==> config.mk <==
export PLATFORM = sky130hd
export DESIGN_NAME = mstim_top
export DESIGN_NICKNAME = d
export VERILOG_FILES = /design/src/logic/mstim_pkg.sv /design/src/logic/mstim_top.sv /design/src/logic/mstim_store.sv
export SDC_FILE = /design/constraint.sdc
export NUM_CORES = 2
export LEC_CHECK = 0
export BUFFER_PORTS_ARGS = -buffer_cell sky130_fd_sc_hd__buf_2
export CORE_AREA = 2 2 415 828
export CTS_CLUSTER_SIZE = 8
export DETAILED_ROUTE_END_ITERATION = 16
export DIE_AREA = 0 0 417 830
export PLACE_DENSITY_LB_ADDON = 0.1
export RECOVER_POWER = 50
export SLEW_MARGIN = 40
export SYNTH_ARGS = -nofsm -noshare
export SYNTH_HDL_FRONTEND = slang
export SYNTH_MEMORY_MAX_BITS = 65536
export SYNTH_SLANG_ARGS = --single-unit
==> constraint.sdc <==
create_clock -name clk -period 23.9 [get_ports clk]
set_clock_uncertainty 0.1 [all_clocks]
set_input_delay 1.195 -clock clk [delete_from_list [all_inputs] [get_ports clk]]
set_output_delay 1.195 -clock clk [all_outputs]
set_load 0.01 [all_outputs]
==> src/logic/mstim_pkg.sv <==
// package: constants and timing of the main storage interface timing block
package mstim_pkg;
   localparam int CLK_PERIOD_NS     = 100;
   // register byte offsets
   localparam logic [3:0] OFS_CTRL   = 4'h0;
   localparam logic [3:0] OFS_STATUS = 4'h4;
   localparam logic [3:0] OFS_DATA   = 4'h8;
   localparam logic [3:0] OFS_REFR   = 4'hc;
   // control field positions
   localparam int CTRL_ACCESS_BIT   = 0;
   localparam int CTRL_WRITE_BIT    = 1;
   localparam int CTRL_UPPER_BIT    = 2;
   localparam int CTRL_LOWER_BIT    = 3;
   localparam int CTRL_GO_BIT       = 4;
   localparam int CTRL_ADDR_POS     = 8;
   localparam int CTRL_RELOC_POS    = 24;
   localparam logic [31:0] CTRL_RESET = 32'h0000_0000;
   // status field positions
   localparam int ST_BUSY_BIT       = 0;
   localparam int ST_RANGE_BIT      = 1;
   localparam int ST_ECCERR_BIT     = 2;
   localparam int ST_REFR_BIT       = 3;
   localparam int ST_ECCPRES_BIT    = 4;
   // timing in ns from the leading edge of the storage clock
   localparam int ACCESS_SAMPLE_NS  = 180;
   localparam int ADDR_STABLE_NS    = 200;
   localparam int PRECHG_FALL_NS    = 300;
   localparam int PRECHG_RISE_NS    = 500;
   localparam int COLSEL_LEAD_NS    = 30;
   localparam int STROBE_START_NS   = 500;
   localparam int STROBE_LEN_NS     = 200;
   localparam int COLSEL_END_NS     = 800;
   localparam int WRITE_LEN_NS      = 90;
   localparam int DIGIT_END_NS      = 900;
   // cycle counts: least times round up, longest round down, at least 1
   localparam int ACCESS_SAMPLE_CYC =
      (ACCESS_SAMPLE_NS + CLK_PERIOD_NS - 1) / CLK_PERIOD_NS;
   localparam int ADDR_STABLE_CYC   =
      (ADDR_STABLE_NS + CLK_PERIOD_NS - 1) / CLK_PERIOD_NS;
   localparam int PRECHG_FALL_CYC   =
      (PRECHG_FALL_NS + CLK_PERIOD_NS - 1) / CLK_PERIOD_NS;
   localparam int PRECHG_RISE_CYC   =
      (PRECHG_RISE_NS + CLK_PERIOD_NS - 1) / CLK_PERIOD_NS;
   localparam int COLSEL_LEAD_CYC   =
      (COLSEL_LEAD_NS + CLK_PERIOD_NS - 1) / CLK_PERIOD_NS;
   localparam int COLSEL_START_CYC  = PRECHG_RISE_CYC - COLSEL_LEAD_CYC;
   localparam int STROBE_START_CYC  =
      (STROBE_START_NS + CLK_PERIOD_NS - 1) / CLK_PERIOD_NS;
   localparam int STROBE_END_CYC    = STROBE_START_CYC +
      (STROBE_LEN_NS + CLK_PERIOD_NS - 1) / CLK_PERIOD_NS;
   localparam int COLSEL_END_CYC    = COLSEL_END_NS / CLK_PERIOD_NS;
   localparam int WRITE_LEN_CYC     = (WRITE_LEN_NS / CLK_PERIOD_NS < 1) ?
      1 : WRITE_LEN_NS / CLK_PERIOD_NS;
   localparam int WRITE_START_CYC   = COLSEL_END_CYC - WRITE_LEN_CYC;
   localparam int DIGIT_END_CYC     = DIGIT_END_NS / CLK_PERIOD_NS;
   localparam int CYCLE_LAST        = DIGIT_END_CYC;
   typedef enum {ST_IDLE, ST_RUN} mstim_state_e;
endpackage

==> src/logic/mstim_top.sv <==
// main storage timing, range check and error forwarding over Avalon-MM
//
// Chosen here: the register offsets and the Avalon-MM register port.
`timescale 1ns/1ps
module mstim_top #(
   parameter int BOARDS   = 16,
   parameter int WORD_AW  = 8,
   parameter int DEPTH    = 256
) (
   // clock and reset
   input  wire logic        clk,
   input  wire logic        srst,
   // Avalon-MM slave
   input  wire logic [3:0]  address,
   input  wire logic        read,
   input  wire logic        write,
   input  wire logic [31:0] writedata,
   output logic      [31:0] readdata,
   output logic             waitrequest,
   // board and option pins
   input  wire logic [BOARDS-1:0] boardPresentUpper,
   input  wire logic [BOARDS-1:0] boardPresentLower,
   input  wire logic [BOARDS-1:0] boardPresentCheck,
   input  wire logic        bypassFitted,
   input  wire logic        badDataUpper,
   input  wire logic        badDataLower,
   // status pins toward the processor
   output logic             addressOutOfRange,
   output logic             correctionInstalledLine,
   output logic             eccError,
   output logic             correctedWriteBackControl,
   // timing strobes toward the storage elements
   output logic [BOARDS-1:0] boardSelect,
   output logic             addressDrive,
   output logic             prechargeN,
   output logic             columnSelect,
   output logic             strobe,
   output logic             dataRegClear,
   output logic             writeTime,
   output logic             digitTime,
   output logic             refreshGranted
);
   initial begin
      if (BOARDS != 16) $error("decode serves exactly 16 boards");
      if (DEPTH > (1 << WORD_AW)) $error("depth too large");
      if (WORD_AW > 12) $error("word address overlaps board bits");
   end

   // pin synchronisers
   logic [3*BOARDS+2:0] pinMeta_r;
   logic [3*BOARDS+2:0] pinSync_r;
   always_ff @(posedge clk) begin
      pinMeta_r <= {boardPresentUpper, boardPresentLower, boardPresentCheck,
                    bypassFitted, badDataUpper, badDataLower};
      pinSync_r <= pinMeta_r;
   end
   wire logic [BOARDS-1:0] presUp  = pinSync_r[3*BOARDS+2 -: BOARDS];
   wire logic [BOARDS-1:0] presLo  = pinSync_r[2*BOARDS+2 -: BOARDS];
   wire logic [BOARDS-1:0] presChk = pinSync_r[BOARDS+2 -: BOARDS];
   wire logic bypassS  = pinSync_r[2];
   wire logic badUpS   = pinSync_r[1];
   wire logic badLoS   = pinSync_r[0];

   // control register
   logic [31:0] ctrl_r;
   logic [17:0] wrData_r;
   logic [17:0] sdr_r;
   wire logic accessReq = ctrl_r[mstim_pkg::CTRL_ACCESS_BIT];
   wire logic isWrite   = ctrl_r[mstim_pkg::CTRL_WRITE_BIT];
   wire logic storeUp   = ctrl_r[mstim_pkg::CTRL_UPPER_BIT];
   wire logic storeLo   = ctrl_r[mstim_pkg::CTRL_LOWER_BIT];
   wire logic [15:0] cpuAddr = ctrl_r[mstim_pkg::CTRL_ADDR_POS +: 16];
   wire logic [3:0]  reloc   = ctrl_r[mstim_pkg::CTRL_RELOC_POS +: 4];

   // bus decode
   wire logic selCtrl  = address == mstim_pkg::OFS_CTRL;
   wire logic selStat  = address == mstim_pkg::OFS_STATUS;
   wire logic selData  = address == mstim_pkg::OFS_DATA;
   wire logic selRefr  = address == mstim_pkg::OFS_REFR;
   wire logic wrCtrl   = write & selCtrl;
   wire logic wrData   = write & selData;
   // a read waits one state so the read data register can load first
   logic rdPend_r;
   assign waitrequest = read && !rdPend_r;

   // cycle sequencer
   mstim_pkg::mstim_state_e state_r;
   mstim_pkg::mstim_state_e state_nxt;
   logic [3:0] cyc_r;
   logic       addrTime_r;
   logic       refresh_r;
   logic [15:0] heldAddr_r;
   logic [4:0]  refrAddr_r;
   wire logic go = wrCtrl & writedata[mstim_pkg::CTRL_GO_BIT];
   wire logic atSample = state_r == mstim_pkg::ST_RUN &&
      cyc_r == 4'(mstim_pkg::ACCESS_SAMPLE_CYC);
   wire logic atStable = state_r == mstim_pkg::ST_RUN &&
      cyc_r == 4'(mstim_pkg::ADDR_STABLE_CYC);
   wire logic atLast = state_r == mstim_pkg::ST_RUN &&
      cyc_r == 4'(mstim_pkg::CYCLE_LAST);
   wire logic inRange = cyc_r >= 4'(mstim_pkg::STROBE_START_CYC) &&
      cyc_r < 4'(mstim_pkg::STROBE_END_CYC);
   always_comb begin
      state_nxt = state_r;
      case (state_r)
         mstim_pkg::ST_IDLE: begin
            if (go) begin
               state_nxt = mstim_pkg::ST_RUN;
            end
         end
         mstim_pkg::ST_RUN: begin
            if (atLast) begin
               state_nxt = mstim_pkg::ST_IDLE;
            end
         end
         default: state_nxt = mstim_pkg::ST_IDLE;
      endcase
   end
   always_ff @(posedge clk) begin
      if (srst) begin
         state_r <= mstim_pkg::ST_IDLE;
         cyc_r   <= 4'h0;
      end else begin
         state_r <= state_nxt;
         // timing is counted from the storage clock edge (go)
         cyc_r   <= (state_r == mstim_pkg::ST_RUN && !atLast) ?
                    cyc_r + 4'h1 : 4'h0;
      end
   end
   // access enable sampled 180ns after the clock; refresh when absent
   always_ff @(posedge clk) begin
      if (srst) begin
         refresh_r <= 1'b0;
      end else if (atSample) begin
         refresh_r <= !accessReq;
      end else if (atLast) begin
         refresh_r <= 1'b0;
      end
   end

   always_ff @(posedge clk) begin
      if (srst) begin
         refrAddr_r <= 5'h00;
      end else if (atSample) begin
         refrAddr_r <= refrAddr_r + 5'(!accessReq);
      end
   end
   // refresh_r updates on the same edge, so decide from access enable
   wire logic [15:0] cycAddr = accessReq ? cpuAddr : {11'h000, refrAddr_r};
   wire logic strobeEnd = state_r == mstim_pkg::ST_RUN &&
      cyc_r == 4'(mstim_pkg::STROBE_END_CYC);
   always_ff @(posedge clk) begin
      if (srst) begin
         addrTime_r <= 1'b0;
         heldAddr_r <= 16'h0000;
      end else if (atStable) begin
         addrTime_r <= 1'b1;
         heldAddr_r <= cycAddr;
      end else if (strobeEnd) begin
         addrTime_r <= 1'b0;
      end
   end

   // timing strobes derived from the cycle count
   wire logic run = state_r == mstim_pkg::ST_RUN;
   wire logic active = run && (accessReq || refresh_r);
   wire logic prechgLow = run &&
      cyc_r >= 4'(mstim_pkg::PRECHG_FALL_CYC) &&
      cyc_r < 4'(mstim_pkg::PRECHG_RISE_CYC);
   wire logic colSel = run &&
      cyc_r >= 4'(mstim_pkg::COLSEL_START_CYC) &&
      cyc_r < 4'(mstim_pkg::COLSEL_END_CYC);
   wire logic clearWin = run && inRange;
   wire logic wrWin = run && isWrite && !refresh_r &&
      cyc_r >= 4'(mstim_pkg::WRITE_START_CYC) &&
      cyc_r < 4'(mstim_pkg::COLSEL_END_CYC);
   wire logic digWin = run && isWrite &&
      cyc_r >= 4'(mstim_pkg::COLSEL_START_CYC) &&
      cyc_r <= 4'(mstim_pkg::DIGIT_END_CYC);
   logic strobeDly_r;
   always_ff @(posedge clk) begin
      if (srst) begin
         addressDrive <= 1'b0;
         prechargeN   <= 1'b1;
      end else begin
         addressDrive <= addrTime_r && active;
         prechargeN   <= !prechgLow;
      end
   end

   always_ff @(posedge clk) begin
      if (srst) begin
         columnSelect <= 1'b0;
         writeTime    <= 1'b0;
      end else begin
         columnSelect <= colSel;
         writeTime    <= wrWin;
      end
   end

   always_ff @(posedge clk) begin
      if (srst) begin
         dataRegClear <= 1'b0;
         strobeDly_r  <= 1'b0;
         strobe       <= 1'b0;
      end else begin
         dataRegClear <= clearWin;
         // one-cycle lag stands in for the inverter chain delay
         strobeDly_r  <= clearWin;
         strobe       <= clearWin | strobeDly_r;
      end
   end

   always_ff @(posedge clk) begin
      if (srst) begin
         digitTime <= 1'b0;
      end else begin
         digitTime <= digWin;
      end
   end

   // board decode: refresh selects all boards
   wire logic [3:0] boardIdx = heldAddr_r[15:12];
   wire logic [BOARDS-1:0] decSel = refresh_r ? {BOARDS{1'b1}} :
      (BOARDS'(1) << boardIdx);
   assign boardSelect = addrTime_r ? decSel : {BOARDS{1'b0}};
   // range uses the live processor address so it is known before a cycle
   wire logic [3:0] rangeIdx = cpuAddr[15:12];
   wire logic missUp  = !presUp[rangeIdx];
   wire logic missLo  = !presLo[rangeIdx];
   wire logic missChk = !presChk[rangeIdx] && !bypassS;
   wire logic rangeNow = (missUp || missLo || missChk) || (|reloc);
   logic eccPres_r;
   always_ff @(posedge clk) begin
      if (srst) begin
         addressOutOfRange <= 1'b0;
      end else begin
         addressOutOfRange <= accessReq && rangeNow;
      end
   end

   always_ff @(posedge clk) begin
      if (srst) begin
         eccError <= 1'b0;
      end else begin
         eccError <= badUpS || badLoS;
      end
   end

   always_ff @(posedge clk) begin
      if (srst) begin
         eccPres_r <= 1'b0;
      end else begin
         eccPres_r <= !bypassS;
      end
   end
   assign correctionInstalledLine = eccPres_r;
   // with the bypass fitted only the processor starts writes
   assign correctedWriteBackControl = eccPres_r && eccError && run;
   assign refreshGranted = refresh_r;

   // storage array: parity is stored like any data bit
   wire logic [17:0] laneMask = {{9{storeUp}}, {9{storeLo}}};
   wire logic arrWr = writeTime && !strobeDly_r &&
      cyc_r == 4'(mstim_pkg::WRITE_START_CYC + 1);
   logic [17:0] arrRd;
   mstim_store #(
      .DEPTH  (DEPTH),
      .AW     (WORD_AW),
      .W      (18)
   ) i_mstim_store (
      .clk    (clk),
      .addr   (heldAddr_r[WORD_AW-1:0]),
      .wrEn   (arrWr),
      .wrMask (laneMask),
      .wrData (wrData_r),
      .rdData (arrRd)
   );
   // clear dominates while held; sensed ones set bits as clear ends
   always_ff @(posedge clk) begin
      if (srst) begin
         sdr_r <= 18'h00000;
      end else if (dataRegClear && !refresh_r) begin
         sdr_r <= 18'h00000;
      end else if (strobe && !refresh_r) begin
         sdr_r <= sdr_r | arrRd;
      end
   end

   // register writes
   always_ff @(posedge clk) begin
      if (srst) begin
         ctrl_r <= mstim_pkg::CTRL_RESET;
      end else if (wrCtrl && !run) begin
         ctrl_r <= writedata & ~(32'h1 << mstim_pkg::CTRL_GO_BIT);
      end
   end
   always_ff @(posedge clk) begin
      if (srst) begin
         wrData_r <= 18'h00000;
      end else if (wrData && !run) begin
         wrData_r <= writedata[17:0];
      end
   end
   // read mux
   wire logic [31:0] statWord = {27'h0000000, eccPres_r, refresh_r,
      eccError, addressOutOfRange, run};
   wire logic [31:0] rdMux =
      selCtrl ? ctrl_r :
      selStat ? statWord :
      selData ? {14'h0000, sdr_r} :
      selRefr ? {27'h0000000, refrAddr_r} : 32'h0000_0000;
   always_ff @(posedge clk) begin
      if (srst) begin
         readdata <= 32'h0000_0000;
      end else begin
         readdata <= read ? rdMux : 32'h0000_0000;
      end
   end

   always_ff @(posedge clk) begin
      if (srst) begin
         rdPend_r <= 1'b0;
      end else begin
         rdPend_r <= read && !rdPend_r;
      end
   end
endmodule

==> src/logic/mstim_store.sv <==
// storage array of 18-bit words with registered read data
`timescale 1ns/1ps
module mstim_store #(
   parameter int DEPTH = 256,
   parameter int AW    = 8,
   parameter int W     = 18
) (
   // clock
   input  wire logic          clk,
   // access
   input  wire logic [AW-1:0] addr,
   input  wire logic          wrEn,
   input  wire logic [W-1:0]  wrMask,
   input  wire logic [W-1:0]  wrData,
   output logic      [W-1:0]  rdData
);
   logic [W-1:0] mem [DEPTH];
   initial begin
      if (DEPTH > (1 << AW)) $error("depth exceeds address width");
   end
   always_ff @(posedge clk) begin
      if (wrEn) begin
         mem[addr] <= (mem[addr] & ~wrMask) | (wrData & wrMask);
      end
      rdData <= mem[addr];
   end
endmodule

# After elaboration in Yosys (flattened, before gate mapping)
# Memory sizes are Yosys's and may differ from the RTL's. A register that Yosys moved wholly into a read port is not among the register bits.
# Cells that the tools add are included.
# W data, S select, Z words.
[op_classes] n_lt_le_gt_ge=9 addsub=2 n_mux=24 n_eq_ne=11 n_reduce_logical=55 bitwise_logic=11 n_shift=1
[ops] operator="$mux W32" count=3
[ops] operator="$pmux W32 S2" count=1
[ops] operator="$mux W16" count=3
[ops] operator="$and A18 B18 Y18" count=2
[ops] operator="$mux W18" count=2
[ops] operator="$or A18 B18 Y18" count=2
[ops] operator="$eq A32 B1 Y1 const B" count=1
[ops] operator="$eq A32 B2 Y1 const B" count=1
[ops] operator="$logic_not A32 Y1" count=1
[ops] operator="$logic_and A1 B1 Y1" count=29
[ops] operator="$not A18 Y18" count=1
[ops] operator="$eq A4 B4 Y1 const B" count=4
[ops] operator="$mux W8" count=2
[ops] operator="$shl A1 B4 Y16 const A" count=1
[ops] operator="$bmux W1 S4" count=3
[ops] operator="$ge A4 B3 Y1 const B" count=3
[ops] operator="$logic_not A1 Y1" count=11
[ops] operator="$mux W1" count=9
[ops] operator="$eq A4 B3 Y1 const B" count=2
[ops] operator="$lt A4 B3 Y1 const B" count=2
[ops] operator="$reduce_or A2 Y1" count=3
[ops] operator="$add A5 B1 Y5" count=1
[ops] operator="$logic_or A1 B1 Y1" count=5
[ops] operator="$lt A4 B5 Y1 const B" count=1
[ops] operator="other kinds (15)" count=20
[totals] word_cells=139 ramBits=4608 ff_bits=289 inputBits=91 out_inout_bits=61 mem_count=1
[memory_table] name="i_mstim_store.mem" depth=256 width=18 rd=1 rd_clocked_by_memory_dff=1 write_ports=1 line="mstim_store.sv:17" source="logic [W-1:0] mem [DEPTH];"

# Longest topological paths before layout
[depth] depth_word=7 depth_mapped=14 mapped_depth_nobuf=7

# Cells and area by module
# Synthesis repeated with hierarchy kept, for this count alone.
[hier_totals] hier_cells=9045 area_unflattened_um2=185208.9
[by_module_without_submodules] mod="mstim_store" area_each_um2=177861.8 n_inst=1 cells_each=8349 seq_area_each_um2=138733.1
[by_module_without_submodules] mod="mstim_top" area_each_um2=7347.0 n_inst=1 cells_each=696 seq_area_each_um2=4724.5

# Worst setup path before layout
# Ideal clock, no wire load.
[synth_path] path_type="register to register" startpoint="reg (tool-made name)" endpoint="mem i_mstim_store.mem[0][5] (data pin)" n_path_buf=8 stages_incl_launch_ff=15 required_ps=22070 setup_time_ps=1730 arrival_time_ps=9891 setup_slack_ps=12179 period_less_slack_ps=11721 cell_sequence="dfxtp_1 buf_6 buf_12 buf_12 buf_12 buf_8 buf_8 buf_6 buf_6 mux2i_1 o221ai_1 a21oi_1 o31ai_1 nand3b_1 a31oi_1"
[synth_rtl] item="end, declared" line="mstim_store.sv:17"

==> impl_metrics.toml <==
[run_status]
outcome = "complete, but fails checks"
violations = "capacitance limit, slew limit"

[place]
place_ws_ns = 15.48
globalplace.congestion = 0.897
hpwl_um = 372000
placed_area_sq_mm = 0.198
port-buffer-count = 151

[pwr]
internal_power_w = 0.0144
power.leakage_nw = 65.7
clock_power_share_pct = 48.1
pwr-share-seq_pct = 51.7
swShare_pct = 19.3
p_per_area_mw_per_mm2 = 84.3
ir_drop_mv = 0.0601
pwr-share-comb_pct = 0.3
p_sw_w = 0.00345

[clock_network]
cts.path.max_buffers = 4
cts_made_buffers = 682
clkSinkCount = 4870
clk_latency_ns = 1.00
post_cts_resized = 0
path_clk_slew_ns = 0.05
post-cts-setup-buffer-count = 0
htreeDepth = 6
cts_tree = "yes"
cts_root_buf = "clkbuf_16"
hold_buffers = 0

[grt]
antenna_found_initial = 46
grt_first_pass_wirelength_um = 800000
track_usage_pct = 33.9
grt_pass1_vias = 98900
overflow = 0
grt_max_degree = 138

[routing]
vias = 96300
drc = 0
drt_first_pass_iters = 6
drt_iter0_drc = 11700
wl_per_cell_um = 41.2
wirelength_um = 584000
drt-vias-per-instance = 6.79
antenna_left = 0

[synth]
async_reset_ff_share_pct = 0
seq_area_frac_synth_pct = 77.1
synth_ff_type = "edfxtp_1"
yosys.area.top_type = "edfxtp_1"
avgSynthCellArea_sq_um = 21.4
syn_nets = 8786
synth_edf_count = 4608
yosys_warnings = 0
synth_top_area_share_pct = 74.3
syn_inst = 8689
netlist_area_sq_mm = 0.186
ys_types = 74
ys_seq_elements = 4870
synth.area.top_cells = "edfxtp_1 (74%), mux4_2 (14%), dfxtp_1 (2.8%), mux2i_1 (2.4%), nor2_1 (0.82%)"

[sta]
hold_viol_final = 0
slew_headroom_pct = -168
drv_slew = 1303
rsz0062_at_grt = "false"
layout_setup_ws_ns = 16.02
setup_viol = 0
hold_ws_ns = 0.219
tns_ns = 0
period_share_pct = 33.0
fmax_ghz = 0.127
worstMarginPinSlew_ns = 4.02
period_needed_ns = 7.88

[setup_path]
r2r_cells = 14
worstPathMaxFanout = 75
ff2ff_setup_slack_ns = 16.02
worstSetupPathType = "register to register"
start_kind = "register"
required_ns = 24.42
cp-end-kind = "register"
crit_arrival_ns = 8.41
r2r_end = "i_mstim_store.mem[242][17]"

[floorplan]
fp.dieW_um = 417
die_y_um = 830
fp-row-count = 303
initial_core_util_pct = 54.8
core_region_area_sq_mm = 0.340
die_area_sq_mm = 0.346
pin_count = 152

[finish]
syn2layout_area_growth_pct = 14.0
drive_gt1_share_pct = 24.8
final_util_pct = 62.4
fill_cells = 23400
stdcell_area_sq_mm = 0.212
nets = 9644

[min_path]
whs_path_depth = 1
hp-start = "badDataUpper"
min_to = "pinMeta_r[1]"
hold_path.class = "primary input to register"

[run]
cap_violations = 76
[critical path: stages (launching register included)]
cell	delay, ns
dfxtp_4	0.82
buf_12	0.48
buf_4	0.61
buf_4	0.51
buf_6	0.55
buf_4	0.61
mux4_2	0.32
mux2_2	0.18
o22ai_1	0.10
o21ai_1	0.59
nand3_1	0.30
o21ai_1	0.23
mux2_8	0.49
buf_4	0.56
buf_4	0.67
[power by group through the flow]
stage          registers (W)  logic (W)  clock network (W)
4_1_cts              0.00925  0.0000464            0.00867
3_3_place_gp         0.00941  0.0000432                  0
5_1_grt              0.00924  0.0000505            0.00898
6_report             0.00925  0.0000473            0.00860
3_5_place_dp         0.00941  0.0000463                  0
2_1_floorplan        0.00941  0.0000198                  0
[logic make-up after synthesis]
group / Yosys count / synth area share, %
compound gates: 629 / 2.35
xor+xnor: 5 / 0.0235
fa+ha+maj: 6 / 0.0403
buf+inv: 519 / 1.75
flops: 4870 / 77.1
mux: 1627 / 16.3
simple gates: 1033 / 2.36
[cells in the final DEF, fill, tap and decap left out, types with 50 or more instances in the layout]
cell | Yosys | final
clkbuf_1 | 167 | 451
nor2_1 | 409 | 359
o221ai_1 | 116 | 116
clkbuf_16 | 0 | 700
nand2_1 | 358 | 345
a21oi_1 | 149 | 146
buf_4 | 56 | 181
dfxtp_1 | 262 | 244
nand3_1 | 81 | 74
mux2i_1 | 449 | 440
o22ai_1 | 91 | 90
nor3_1 | 55 | 50
buf_2 | 136 | 90
edfxtp_1 | 4608 | 4608
mux4_2 | 1126 | 1126
[through the flow]
stage                     total power (W)  instances
after global routing               0.0183      14200
after detailed placement          0.00946      13300
after CTS                          0.0180      14100
after floorplan                   0.00943       8689
after global placement            0.00945      13100
final                              0.0179      14200
[registers in the layout, indices dropped and copies added, names as in the netlist, 4 cells and up, named ones only]
name / count
heldAddr_r: 12
ctrl_r: 31
i_mstim_store.rdData: 18
sdr_r: 18
pinSync_r: 51
pinMeta_r: 51
i_mstim_store.mem: 4608
refrAddr_r: 5
wrData_r: 18
cyc_r: 4
readdata: 32
[area by class of cell]
class | instances | area (sq um) | share of cell area [%]
clock buffers | 824 | 18000 | 8.47
multi-input cells | 3300 | 40200 | 18.9
inverters | 22 | 113 | 0.0531
well taps | 4422 | 5530 | 2.61
flip-flops and latches | 4870 | 144000 | 67.7
repair buffers | 671 | 4340 | 2.04
clock inverters | 33 | 374 | 0.176
diodes | 30 | 75.1 | 0.0354
[synthesized netlist by cell type (22+ instances only)]
library cell,n
mux2_2,52
nor2b_1,22
nand3_1,81
buf_6,65
edfxtp_1,4608
nand2_1,358
nor2_1,409
a211oi_1,22
a31oi_1,24
o221ai_1,116
buf_8,26
and2_1,28
o21ai_0,53
clkbuf_1,167
buf_4,56
nor3_1,55
buf_1,38
mux4_2,1126
a21oi_1,149
mux2i_1,449
buf_2,136
dfxtp_1,262
o22ai_1,91
[how the worst max path moves through the flow]
stage | startpoint | endpoint | slack [ns]
after CTS | register | i_mstim_store.mem[196][17] | 15.40
after floorplan | register | i_mstim_store.mem[0][5] | 12.18
final | register | i_mstim_store.mem[242][17] | 16.02
after detailed placement | register | i_mstim_store.mem[248][17] | 15.48
after global placement | register | i_mstim_store.mem[34][4] | 15.17
after global routing | register | i_mstim_store.mem[254][17] | 15.58
[per-layer routing]
layer | wire, um | GRT usage (%) | vias to the layer above
met1 | 183000 | 38.2 | 51300
met4 | 60200 | 27.8 | 24
li1 | - | - | 37700
met3 | 47700 | 5.69 | 1699
met5 | 142 | 0 | -
met2 | 293000 | 56.9 | 5559
Power figures use the tool's default switching activity.
